File: config.mk
export PLATFORM = sky130hd
export DESIGN_NAME = uad_dma_ctrl
export DESIGN_NICKNAME = d
export VERILOG_FILES = /design/src/verilog/uad_pkg.sv /design/src/verilog/uad_dma_ctrl.sv
export SDC_FILE = /design/constraint.sdc
export NUM_CORES = 1
export LEC_CHECK = 0
export BUFFER_PORTS_ARGS = -buffer_cell sky130_fd_sc_hd__buf_2
export CORE_ASPECT_RATIO = 1.75
export CORE_UTILIZATION = 52
export CTS_CLUSTER_DIAMETER = 40
export DETAILED_ROUTE_END_ITERATION = 16
export PLACE_DENSITY = 0.84
export SLEW_MARGIN = 40
export SYNTH_ARGS = -nofsm -noshare
export SYNTH_HDL_FRONTEND = slang
export SYNTH_SLANG_ARGS = --single-unit
File: constraint.sdc
create_clock -name core_clk_i -period 2.9 [get_ports core_clk_i]
set_input_delay 0.29 -clock core_clk_i [delete_from_list [all_inputs] [get_ports core_clk_i]]
set_output_delay 0.29 -clock core_clk_i [all_outputs]
set_load 0.05 [all_outputs]
File: src/verilog/uad_pkg.sv
package uad_pkg;
   // ****************************************
   // Register word offsets (byte address / 4)
   // ****************************************
   localparam logic [3:0] ADDR_FUNC = 4'h0;
   localparam logic [3:0] ADDR_CTRL = 4'h1;
   localparam logic [3:0] ADDR_EVT = 4'h2;
   localparam logic [3:0] ADDR_MASK = 4'h3;
   localparam logic [3:0] ADDR_CNT = 4'h4;
   localparam logic [3:0] ADDR_ERR = 4'h5;
   localparam logic [3:0] ADDR_EP0 = 4'h6;
   localparam logic [3:0] ADDR_ALT = 4'h7;
   // ****************************************
   // Field positions
   // ****************************************
   localparam int FA_EN_BIT = 7;
   localparam int CT_DEN_BIT = 7;
   localparam int CT_IGN_BIT = 6;
   localparam int CT_TGL_BIT = 5;
   localparam int CT_AUTO_DMA_MODE_BIT = 4;
   localparam int CT_TIM_BIT = 3;
   localparam int EV_NEXT_TOGGLE_FLAG_BIT = 5;
   localparam int ER_AEH_BIT = 7;
   localparam int EP0_DEF_BIT = 6;
   // ****************************************
   // Reset values and codes
   // ****************************************
   localparam logic [7:0] RST_BYTE = 8'h00;
   localparam logic [2:0] EP_SEL_LAST = 3'h5;
   localparam logic [6:0] DEFAULT_ADDR = 7'h00;
   localparam logic [6:0] FIFO_FULL_LEN = 7'h40;
   localparam logic [3:0] EV_NONE = 4'h0;
endpackage : uad_pkg

File: src/verilog/uad_dma_ctrl.sv
// Chosen here: the register offsets and the Avalon-MM slave port.
`timescale 1ns/1ps
`default_nettype none
module uad_dma_ctrl
   import uad_pkg::*;
(
   // Clock and reset
   input wire logic core_clk_i,
   input wire logic srst_i,
   // Avalon-MM slave
   input wire logic [5:0] avs_address_i,
   input wire logic avs_read_i,
   input wire logic avs_write_i,
   input wire logic [31:0] avs_writedata_i,
   input wire logic [3:0] avs_byteenable_i,
   output logic [31:0] avs_readdata_o,
   output logic avs_waitrequest_o,
   // Mode pin
   input wire logic interface_select_pin_i,
   // Token address check from the serial engine
   input wire logic token_valid_i,
   input wire logic [6:0] token_addr_i,
   input wire logic [3:0] token_ep_i,
   output logic token_accept_o,
   // Selected endpoint status from the endpoint logic
   input wire logic tx_done_i,
   input wire logic rx_last_i,
   input wire logic fifo_warn_i,
   input wire logic fifo_empty_i,
   input wire logic tx_last_set_i,
   input wire logic ep_reg_access_i,
   input wire logic fifo_fw_access_i,
   // Packet results from the serial engine
   input wire logic pkt_done_i,
   input wire logic pkt_error_i,
   input wire logic pkt_toggle_i,
   input wire logic [6:0] pkt_len_i,
   // DMA controller handshake
   input wire logic dma_ack_i,
   input wire logic dma_pkt_moved_i,
   output logic dma_req_o,
   // Endpoint steering
   output logic ep_enable_o,
   output logic fifo_flush_o,
   output logic tx_toggle_o,
   output logic tx_toggle_ovr_o,
   output logic dma_summary_o
);
   // ****************************************
   // Types and state
   // ****************************************
   typedef enum logic [1:0] {ST_IDLE, ST_MOVE, ST_WIRE, ST_DRAIN} uad_state_type;
   uad_state_type state_r, state_nxt;
   logic [7:0] func_r, ctrl_r, mask_r, cnt_r, err_r, ep0_r;
   logic [3:0] ev_r;
   logic next_toggle_flag_r, flush_r, req_r, ack_r, tok_r, wait_r;
   logic [6:0] retry_r;
   logic [31:0] rdata_r;

   // Byte-lane write on lane zero
   function automatic logic lane0(input logic [3:0] be);
      return be[0];
   endfunction : lane0

   // ****************************************
   // Bus decode
   // ****************************************
   wire logic [3:0] word_idx = avs_address_i[5:2];
   wire logic mapped = (avs_address_i[1:0] == 2'b00) && (word_idx <= ADDR_ALT);
   wire logic wr_go = avs_write_i && !wait_r && lane0(avs_byteenable_i);
   wire logic wr_func = wr_go && mapped && word_idx == ADDR_FUNC;
   wire logic wr_ctrl = wr_go && mapped && word_idx == ADDR_CTRL;
   wire logic wr_evt = wr_go && mapped && word_idx == ADDR_EVT;
   wire logic wr_mask = wr_go && mapped && word_idx == ADDR_MASK;
   wire logic wr_cnt = wr_go && mapped && word_idx == ADDR_CNT;
   wire logic wr_err = wr_go && mapped && word_idx == ADDR_ERR;
   wire logic wr_ep0 = wr_go && mapped && word_idx == ADDR_EP0;
   wire logic [7:0] wd = avs_writedata_i[7:0];

   // ****************************************
   // Control decode
   // ****************************************
   wire logic dma_master_enable = ctrl_r[CT_DEN_BIT] && !interface_select_pin_i;
   wire logic auto_dma_mode = ctrl_r[CT_AUTO_DMA_MODE_BIT];
   wire logic [2:0] ep_sel = ctrl_r[2:0];
   wire logic sel_ok = ep_sel <= EP_SEL_LAST;
   wire logic sel_tx = !ep_sel[0];
   wire logic auto_error_recovery = err_r[ER_AEH_BIT];
   wire logic auto_on = dma_master_enable && auto_dma_mode;
   wire logic timing_warn = ctrl_r[CT_TIM_BIT] && !auto_dma_mode;
   wire logic auto_dma_mode_rise = wr_ctrl && wd[CT_AUTO_DMA_MODE_BIT] && !auto_dma_mode;
   wire logic den_fall = wr_ctrl && ctrl_r[CT_DEN_BIT] && !wd[CT_DEN_BIT];
   wire logic auto_dma_mode_fall = wr_ctrl && auto_dma_mode && !wd[CT_AUTO_DMA_MODE_BIT] && wd[CT_DEN_BIT];

   // ****************************************
   // Request condition
   // ****************************************
   wire logic tx_cond = timing_warn ? (fifo_warn_i && !tx_done_i)
                                    : (tx_done_i && !tx_last_set_i);
   wire logic rx_cond = (timing_warn ? fifo_warn_i : rx_last_i) && !fifo_empty_i;
   wire logic req_cond = dma_master_enable && sel_ok && (sel_tx ? tx_cond : rx_cond);

   // ****************************************
   // Halts and packet evaluation
   // ****************************************
   wire logic active = state_r != ST_IDLE;
   wire logic hard_halt = den_fall
      || (dma_master_enable && fifo_fw_access_i)
      || (auto_on && ep_reg_access_i);
   wire logic tgl_bad = pkt_toggle_i != next_toggle_flag_r;
   wire logic rx_chk = !(ctrl_r[CT_IGN_BIT] && !sel_tx);
   wire logic pkt_bad = pkt_error_i || (tgl_bad && rx_chk);
   wire logic pkt_ok = pkt_done_i && active && !pkt_bad;
   wire logic pkt_err = pkt_done_i && active && pkt_bad;
   wire logic fault_set = pkt_err && (!auto_error_recovery || retry_r == 7'h00);
   wire logic cnt_done = pkt_ok && cnt_r == RST_BYTE;
   wire logic short_set = pkt_ok && !sel_tx && pkt_len_i < FIFO_FULL_LEN;
   wire logic soft_halt = state_r == ST_DRAIN && !ack_r;
   wire logic [3:0] ev_set = {short_set, cnt_done, fault_set, hard_halt || soft_halt};
   wire logic any_ev = ev_r != EV_NONE;
   wire logic addr_hit = func_r[FA_EN_BIT] && token_addr_i == func_r[6:0];
   wire logic def_hit = func_r[FA_EN_BIT] && ep0_r[EP0_DEF_BIT]
      && token_addr_i == DEFAULT_ADDR && token_ep_i == 4'h0;

   // ****************************************
   // Sequencer next state
   // ****************************************
   always_comb begin
      state_nxt = state_r;
      unique case (state_r)
         ST_IDLE: begin
            if (auto_on && !any_ev && sel_ok) begin
               state_nxt = sel_tx ? ST_MOVE : ST_WIRE;
            end
         end
         ST_MOVE: begin
            if (dma_pkt_moved_i) begin
               state_nxt = sel_tx ? ST_WIRE : (auto_dma_mode ? ST_WIRE : ST_DRAIN);
            end
         end
         ST_WIRE: begin
            if (pkt_ok) begin
               state_nxt = sel_tx ? (auto_dma_mode ? ST_MOVE : ST_DRAIN) : ST_MOVE;
            end
         end
         ST_DRAIN: begin
            state_nxt = ST_IDLE;
         end
      endcase
      if (hard_halt || any_ev || fault_set || !dma_master_enable) begin
         state_nxt = ST_IDLE;
      end else if (auto_dma_mode_fall && state_r == ST_IDLE) begin
         state_nxt = ST_DRAIN;
      end
   end

   // ****************************************
   // Sequencer and request registers
   // ****************************************
   always_ff @(posedge core_clk_i) begin
      if (srst_i) begin
         state_r <= ST_IDLE;
         req_r <= 1'b0;
         ack_r <= 1'b0;
         flush_r <= 1'b0;
         tok_r <= 1'b0;
      end else begin
         state_r <= state_nxt;
         req_r <= auto_dma_mode ? (state_nxt == ST_MOVE) : req_cond;
         ack_r <= dma_ack_i;
         flush_r <= auto_dma_mode_rise;
         tok_r <= token_valid_i && (addr_hit || def_hit);
      end
   end

   // ****************************************
   // Register file
   // ****************************************
   always_ff @(posedge core_clk_i) begin
      if (srst_i) begin
         func_r <= RST_BYTE;
         ctrl_r <= RST_BYTE;
         mask_r <= RST_BYTE;
         err_r <= RST_BYTE;
         ep0_r <= RST_BYTE;
      end else begin
         if (wr_func) func_r <= wd;
         if (wr_mask) mask_r <= {4'h0, wd[3:0]};
         if (wr_err && !auto_on) err_r <= wd;
         if (wr_ep0) ep0_r <= {1'b0, wd[EP0_DEF_BIT], 6'h00};
         if (wr_ctrl) begin
            ctrl_r <= wd;
         end else if (any_ev && auto_dma_mode) begin
            ctrl_r[CT_AUTO_DMA_MODE_BIT] <= 1'b0;
         end
      end
   end

   // ****************************************
   // Events, toggle, counters
   // ****************************************
   always_ff @(posedge core_clk_i) begin
      if (srst_i) begin
         ev_r <= EV_NONE;
         next_toggle_flag_r <= 1'b0;
         cnt_r <= RST_BYTE;
         retry_r <= 7'h00;
      end else begin
         // Set wins over write-one-to-clear
         ev_r <= (ev_r & ~(wr_evt ? wd[3:0] : EV_NONE)) | ev_set;
         if (wr_ctrl) begin
            next_toggle_flag_r <= wd[CT_TGL_BIT];
         end else if (pkt_done_i && !pkt_bad) begin
            // Flips on every good packet of the selected endpoint, auto mode or not, except in a cycle that writes CTRL
            next_toggle_flag_r <= ~next_toggle_flag_r;
         end
         if (wr_cnt) begin
            cnt_r <= wd;
         end else if (pkt_ok && cnt_r != RST_BYTE) begin
            cnt_r <= cnt_r - 8'h01;
         end
         if (!active || pkt_ok || wr_err) begin
            retry_r <= wr_err && !auto_on ? wd[6:0] : err_r[6:0];
         end else if (pkt_err && auto_error_recovery && retry_r != 7'h00) begin
            retry_r <= retry_r - 7'h01;
         end
      end
   end

   // ****************************************
   // Read mux and bus answer
   // ****************************************
   wire logic summary = |(ev_r & mask_r[3:0]);
   wire logic [7:0] ev_rd = {2'b00, next_toggle_flag_r, 1'b0, ev_r};
   wire logic [7:0] err_rd = {err_r[ER_AEH_BIT], active ? retry_r : err_r[6:0]};
   wire logic [7:0] rd_byte =
      !mapped ? RST_BYTE :
      word_idx == ADDR_FUNC ? func_r :
      word_idx == ADDR_CTRL ? ctrl_r :
      word_idx == ADDR_EVT ? ev_rd :
      word_idx == ADDR_MASK ? mask_r :
      word_idx == ADDR_CNT ? cnt_r :
      word_idx == ADDR_ERR ? err_rd :
      word_idx == ADDR_EP0 ? ep0_r : {7'h00, summary};

   // One wait cycle per access
   always_ff @(posedge core_clk_i) begin
      if (srst_i) begin
         wait_r <= 1'b1;
         rdata_r <= 32'h0000_0000;
      end else begin
         wait_r <= !((avs_read_i || avs_write_i) && wait_r);
         if (avs_read_i && wait_r) rdata_r <= {24'h00_0000, rd_byte};
      end
   end

   // ****************************************
   // Outputs
   // ****************************************
   logic en_r, tovr_r, sum_r;
   always_ff @(posedge core_clk_i) begin
      if (srst_i) begin
         en_r <= 1'b0;
         tovr_r <= 1'b0;
         sum_r <= 1'b0;
      end else begin
         en_r <= state_nxt == ST_WIRE;
         tovr_r <= auto_dma_mode && sel_tx;
         sum_r <= summary;
      end
   end

   assign avs_readdata_o = rdata_r;
   assign avs_waitrequest_o = wait_r;
   assign token_accept_o = tok_r;
   assign dma_req_o = req_r;
   assign ep_enable_o = en_r;
   assign fifo_flush_o = flush_r;
   assign tx_toggle_o = next_toggle_flag_r;
   assign tx_toggle_ovr_o = tovr_r;
   assign dma_summary_o = sum_r;
endmodule : uad_dma_ctrl
`default_nettype wire

==> summary.md, run 1 <==
| Metric | Value |
|---|---|
| Comb power frac | `0.103` |
| Via count | `3673` |
| Max-cap violations | `0` |
| Area leader, netlist | `dfxtp_1` |
| Synth Area per Inst | `8.42 µm²` |
| Non-filler cells, final | `602` |
| Yosys Warn Count | `0` |
| Critical Path Sink Type | `flop` |
| Slew Limit Headroom | `0.423` |
| DIE AREA | `0.00785 mm²` |
| Sequential share of power | `0.420` |
| Pwr dens | `502 mW/mm²` |
| CTS buffer count | `9` |
| Antenna violations before repair | `0` |
| Main area contributors after synthesis | `dfxtp_1 (34%), mux2i_1 (5.1%), buf_4 (4.8%)` |
| CP required | `3130 ps` |
| Synth async-reset ratio | `0` |
| Setup Skew | `8.47 ps` |
| Reg2reg end | `dma_req_o` |
| Placed cell count | `586` |
| Final GP Congestion | `1.02` |
| Clk root buf | `clkbuf_16` |
| WL/cell | `17.7 µm` |
| Post-CTS Setup Inserts | `0` |
| R2R depth | `5` |
| Post-cts sizing count | `0` |
| IO buf count | `60` |
| Achievable frequency | `0.426 GHz` |
| Post-synth top area share | `0.345` |
| Worst Max-Slew Pin Slew | `858 ps` |
| Fin. max-slew vios | `0` |
| GRT Resource Usage Total | `0.292` |
| Max FO, Critical Path | `4` |
| Hold Crit Start | `avs_write_i` |
| I/O pin cnt | `118` |
| Critical Path Source Type | `flop` |
| Synth-to-Final Area Change | `13.2%` |
| Footprint of the multi-input gates | `0.00229 mm²` |
| WP data arrival | `2580 ps` |
| Clk_lat worst skew | `340 ps` |
| Main synth FF type | `dfxtp_1` |
| Leak | `0.00178 µW` |
| Largest net degree at the start of global routing | `49` |
| Die height | `116 µm` |
| Mapped Cells | `462` |
| Finish-stage setup viols | `0` |
| Setup TNS | `0 ps` |
| Distinct cells, synth | `71` |
| Synth Register Bits | `67` |
| Vias in the first global route | `3437` |
| Maximum VDD drop | `0.422 mV` |
| Final routed DRC violation total | `0` |
| Net Sw Power | `543 µW` |
| CTS tree | `built` |
| Clk pwr share | `0.477` |
| Final Hold Violating Endpoints | `0` |
| Initial DRT Pass Iterations | `5` |
| Pre-CTS setup slack | `634 ps` |
| Post-layout min period | `2350 ps` |
| Diode count | `0` |
| Mapped Area | `0.00389 mm²` |
| NumNets Final | `592` |
| Hold-fix buffers, CTS | `0` |
| Sequential element share of the synthesized area | `0.345` |
| Switching share of power | `0.245` |
| Core Rows | `41` |
| Chip width | `67.4 µm` |
| Pint | `1670 µW` |
| Post-Route WL | `10600 µm` |
| Vias/cell | `6.10` |
| GR Overflow Total | `0` |
| Type of the worst min-delay path | `input pin to flop` |
| Antenna Nets Post-Route | `0` |
| FILL cells | `610` |
| FF-to-FF Start | `ev_r[0]` |
| Reg2Reg Setup Slack | `550 ps` |
| Share of cells above drive strength 1 | `0.209` |
| RSZ-0062 raised after global routing | `false` |
| Initial Utilization | `0.538` |
| Final worst slack | `552 ps` |
| Hold depth | `2` |
| Initial DRC count | `404` |
| Hold worst-path end | `avs_waitrequest_o` |
| HPWL after DPL | `7890 µm` |
| Std-Cell Core Area | `0.00723 mm²` |
| Clock Sinks | `67` |
| Bufs on Longest Clock Path | `2` |
| First-pass GRT wire length | `16500 µm` |
| Clock-pin slew on the worst setup and hold paths | `50 ps` |
| Register Area | `0.00134 mm²` |
| Status | `complete, no violations` |
| CP Class | `flop to flop` |
| Final worst path period share | `0.810` |
| Htree depth | `3` |
| Post-synth EDFFs | `0` |
synthesized netlist by cell type (3+ instances only):
cell	instances
a2bb2oi_1	3
a211oi_1	7
nand3_1	9
dfxtp_1	67
nand3b_1	5
clkbuf_1	14
mux2i_1	20
o21ai_0	22
mux2_2	11
nand4_1	5
ha_1	3
a21oi_1	28
xor2_1	7
nor2b_1	14
inv_1	11
a211o_1	4
a221oi_1	6
a22oi_1	6
o22ai_1	3
nor4_1	10
nor3_1	12
or4_1	4
buf_4	25
and2_1	8
nor2_1	44
nand2_1	37
and4_1	4
buf_2	5
xnor2_1	12
critical path, stage by stage, from the launching register on:
cell and delay, ps:
dfxtp_1 340, nor4_1 770, nand2_1 180, or4_1 500
and4_1 250, a41o_1 210
sequential cells by signal, summed over array words and instances (netlist names):
name,cells
ctrl_r,8
err_r,8
avs_readdata_o,8
tx_toggle_o,1
dma_req_o,1
dma_summary_o,1
cnt_r,8
ack_r,1
func_r,8
state_r,2
tx_toggle_ovr_o,1
ep0_r,1
mask_r,4
fifo_flush_o,1
token_accept_o,1
ev_r,4
retry_r,7
avs_waitrequest_o,1
ep_enable_o,1
area by class of cell:
type / instances / area share
Clock inverter: 2 / 0.00795
Clock buffer: 14 / 0.0577
Multi-Input combinational cell: 357 / 0.519
Timing Repair Buffer: 65 / 0.0767
Tap cell: 86 / 0.0244
Inverter: 11 / 0.00938
Sequential cell: 67 / 0.305
worst max path at each step:
stage                           from        end  slack, ps  depth (start not counted)
floorplan                 retry_r[0]  dma_req_o        830                          7
global placement    avs_address_i[5]   cnt_r[4]        630                          6
detailed placement  avs_address_i[5]   cnt_r[4]        630                          6
CTS                       state_r[0]   cnt_r[4]        620                          5
global route              state_r[0]   cnt_r[4]        470                          5
finish                       ev_r[0]  dma_req_o        550                          5
power groups by stage:
| stage | clock, µW | combinational (µW) | sequential (µW) |
|---|---|---|---|
| floorplan | 0 | 168 | 956 |
| global placement | 0 | 218 | 948 |
| detailed placement | 0 | 222 | 948 |
| CTS | 1070 | 222 | 929 |
| global route | 1120 | 241 | 929 |
| finish | 1050 | 227 | 930 |
kinds of logic (layout without fill, tap and decap cells):
family / after synthesis / in the layout / synth area share
xor gates and xnor gates: 19 / 19 / 0.0428
AOI/OAI and AO/OA: 102 / 102 / 0.177
buffers and inverters: 61 / 92 / 0.0897
DFF: 67 / 67 / 0.345
adders and majority gates: 3 / 3 / 0.00965
other: 1 / 24 / 0.000964
and+or+nand+nor: 178 / 178 / 0.251
muxes: 31 / 31 / 0.0833
through the flow:
step	power [µW]	utilization	hold WS, ps	instance area, µm²
after floorplan	1120	-	406	3980
final	2210	0.609	181	4400
after detailed placement	1170	0.569	450	4120
after CTS	2220	0.609	177	4400
after global routing	2290	0.609	182	4400
after global placement	1170	0.569	430	4120
layout by cell type, fill, tap and decap left out, drive strengths merged, types with 4 or more instances in the layout:
cell type  count
mux2i         20
inv           11
nand2         38
and2           9
nor3          13
and4           4
nor2b         14
nand3          9
conb          24
a211o          4
clkbuf        14
nor2          45
or4            5
nor4          10
dfxtp         67
xnor2         12
xor2           7
o21ai         22
nand3b         5
a211oi         8
a221oi         6
a22oi          6
buf           65
nand4          5
a21oi         28
mux2          11
per-layer routing:
layer / share of wire / wire length, µm / GRT usage / vias up
met5: 0 / 0 / 0 / -
met4: 0.078 / 827 / 0.264 / 0
met3: 0.069 / 732 / 0.0820 / 53
met2: 0.49 / 5250 / 0.475 / 190
met1: 0.36 / 3830 / 0.294 / 1710
li1: - / - / - / 1720
(Power assumes the default switching activity.)
==> run 2: changes to the inputs <==
clock period = 2.41 ns   (was 2.9 ns; I/O delays follow)
==> run 2 against run 1 <==
Against the previous run: utilization grew 0.81 points; design area up 1.3%; maximum frequency rose by 4.8%; hold slack worse by 64 ps; clock skew shrank 4.4 ps; critical path depth up 2; total power increased by 18%; final cell count up 1.3%; register-to-register slack got worse by 380 ps; count of clock-buffer cells in the layout down 1; largest cell class unchanged; critical endpoint unchanged; worst setup slack got worse by 380 ps.
==> summary.md, run 2 (synthesis results as in run 1) <==
| Metric | Value |
|---|---|
| Worst Max-Slew Pin Slew | `643 ps (-215 ps)` |
| HPWL after DPL | `7970 µm (+0.95%)` |
| Max FO, Critical Path | `5 (+1)` |
| Vias in the first global route | `3490 (+1.5%)` |
| Core Rows | `41 (unchanged)` |
| RSZ-0062 raised after global routing | `false` |
| Hold-fix buffers, CTS | `0 (unchanged)` |
| Initial Utilization | `0.538 (unchanged)` |
| Critical Path Sink Type | `flop` |
| Post-route cell area | `0.00446 mm² (+1.3%)` |
| Leak | `0.00182 µW (+2.5%)` |
| Synth-to-Final Area Change | `14.7%` |
| Type of the worst min-delay path | `input pin to flop` |
| Placed Area | `0.00418 mm² (+1.6%)` |
| Die height | `116 µm (unchanged)` |
| Hold worst-path end | `ack_r` |
| Bufs on Longest Clock Path | `2 (unchanged)` |
| Status | `complete, no violations` |
| Post-cts sizing count | `0 (unchanged)` |
| Design Power | `2610 µW (+18%)` |
| R2R depth | `7 (+2)` |
| Final routed DRC violation total | `0 (unchanged)` |
| Placed cell count | `595 (+1.5%)` |
| Post-CTS Setup Inserts | `0 (unchanged)` |
| WL/cell | `17.8 µm (+0.47%)` |
| WP data arrival | `2470 ps (-110 ps)` |
| CTS buffer count | `9 (unchanged)` |
| Clk root buf | `clkbuf_16` |
| GR Overflow Total | `0 (unchanged)` |
| Clock-pin slew on the worst setup and hold paths | `50 ps (about the same)` |
| Antenna Nets Post-Route | `0 (unchanged)` |
| Finish-stage setup viols | `0 (unchanged)` |
| FF-to-FF Start | `retry_r[1]` |
| CP Class | `flop to flop` |
| Hold depth | `2 (unchanged)` |
| Critical Path Source Type | `flop` |
| IO buf count | `60 (unchanged)` |
| First-pass GRT wire length | `17000 µm (+2.8%)` |
| DIE AREA | `0.00785 mm² (unchanged)` |
| Share of cells above drive strength 1 | `0.227 (+0.0178)` |
| Most common cell after layout, fill and taps aside | `dfxtp_1` |
| Setup Skew | `4.10 ps (-4.38 ps)` |
| Core Util, Final | `0.617 (+0.00813)` |
| Final GP Congestion | `1.02 (-0.29%)` |
| Pwr dens | `585 mW/mm² (+17%)` |
| Initial DRC count | `319 (-21%)` |
| GR Util met2 | `0.500 (+0.0247)` |
| Setup TNS | `0 ps (unchanged)` |
| Grt met1 use | `0.307 (+0.0128)` |
| Diode count | `0 (unchanged)` |
| Reg2reg end | `dma_req_o` |
| Most frequent cells in the layout | `dfxtp_1 (67), buf_2 (60), nor2_1 (44)` |
| GR peak layer | `met2` |
| Clock Sinks | `67 (unchanged)` |
| CP startpoint | `retry_r[1]` |
| Post-Route WL | `10800 µm (+1.8%)` |
| CP required | `2640 ps (-490 ps)` |
| Clk_lat worst skew | `340 ps (about the same)` |
| NumNets Final | `601 (+1.5%)` |
| Vias/cell | `6.01 (-1.4%)` |
| Post-layout min period | `2240 ps (-108 ps)` |
| Largest net degree at the start of global routing | `39 (-20%)` |
| Max-cap violations | `0 (unchanged)` |
| Hold Crit Start | `dma_ack_i` |
| I/O pin cnt | `118 (unchanged)` |
| Htree depth | `3 (unchanged)` |
| Non-filler cells, final | `610 (+1.3%)` |
| Chip width | `67.4 µm (unchanged)` |
| Final worst path period share | `0.929 (+0.120)` |
| Reg2Reg Setup Slack | `170 ps (-380 ps)` |
| Slew Limit Headroom | `0.566 (+0.143)` |
| CTS tree | `built` |
| Antenna violations before repair | `0 (unchanged)` |
| Via count | `3669 (-0.11%)` |
| Maximum VDD drop | `0.382 mV (-9.5%)` |
| Final Hold Violating Endpoints | `0 (unchanged)` |
| Std-Cell Core Area | `0.00723 mm² (unchanged)` |
| Achievable frequency | `0.447 GHz (+4.8%)` |
| Fin. max-slew vios | `0 (unchanged)` |
| Initial DRT Pass Iterations | `5 (unchanged)` |
| GRT Resource Usage Total | `0.301 (+0.00879)` |
| Met3 Use GR | `0.0820 (unchanged)` |
run 2: worst max path at each step:
stage,endpoint,slack (ps)
finish,dma_req_o,170
global route,dma_req_o,80
CTS,dma_req_o,180
detailed placement,dma_req_o,210
global placement,dma_req_o,240
floorplan,dma_req_o,340
run 2: through the flow:
| step | setup slack (ps) | hold WS (ps) |
|---|---|---|
| finish | 170 | 117 |
| global route | 75.3 | 142 |
| CTS | 183 | 121 |
| detailed placement | 210 | 441 |
| global placement | 240 | 430 |
| floorplan | 336 | 357 |
run 2: critical path, cell delays in order, from the launching register on:
cell     delay, ps
dfxtp_1        330
inv_1          110
ha_1           160
or3b_4         390
or4_1          400
a211o_1        350
and3_1         170
a41o_1         220
run 2: layout make-up:
class	count	area, µm²
Clock buffer	13	270
Timing Repair Buffer	74	405
Fill cell	621	2770
Multi-Input combinational cell	357	2290
Sequential cell	67	1340
Clock inverter	2	10.0
Tap cell	86	108
Inverter	11	41.3
run 2: report_power, final:
part	total [µW]	internal [µW]	switching, µW
sequential	1120	1110	5.72
clock	1220	770	454
combinational	270	67.6	203
run 2: metal layers:
metal  routed length (µm)  share of wire  up-vias
met3                  744          0.069       60
met5                    0              0        -
li1                     -              -     1734
met1                 3830           0.35     1698
met2                 5440           0.50      177
met4                  816          0.075        0
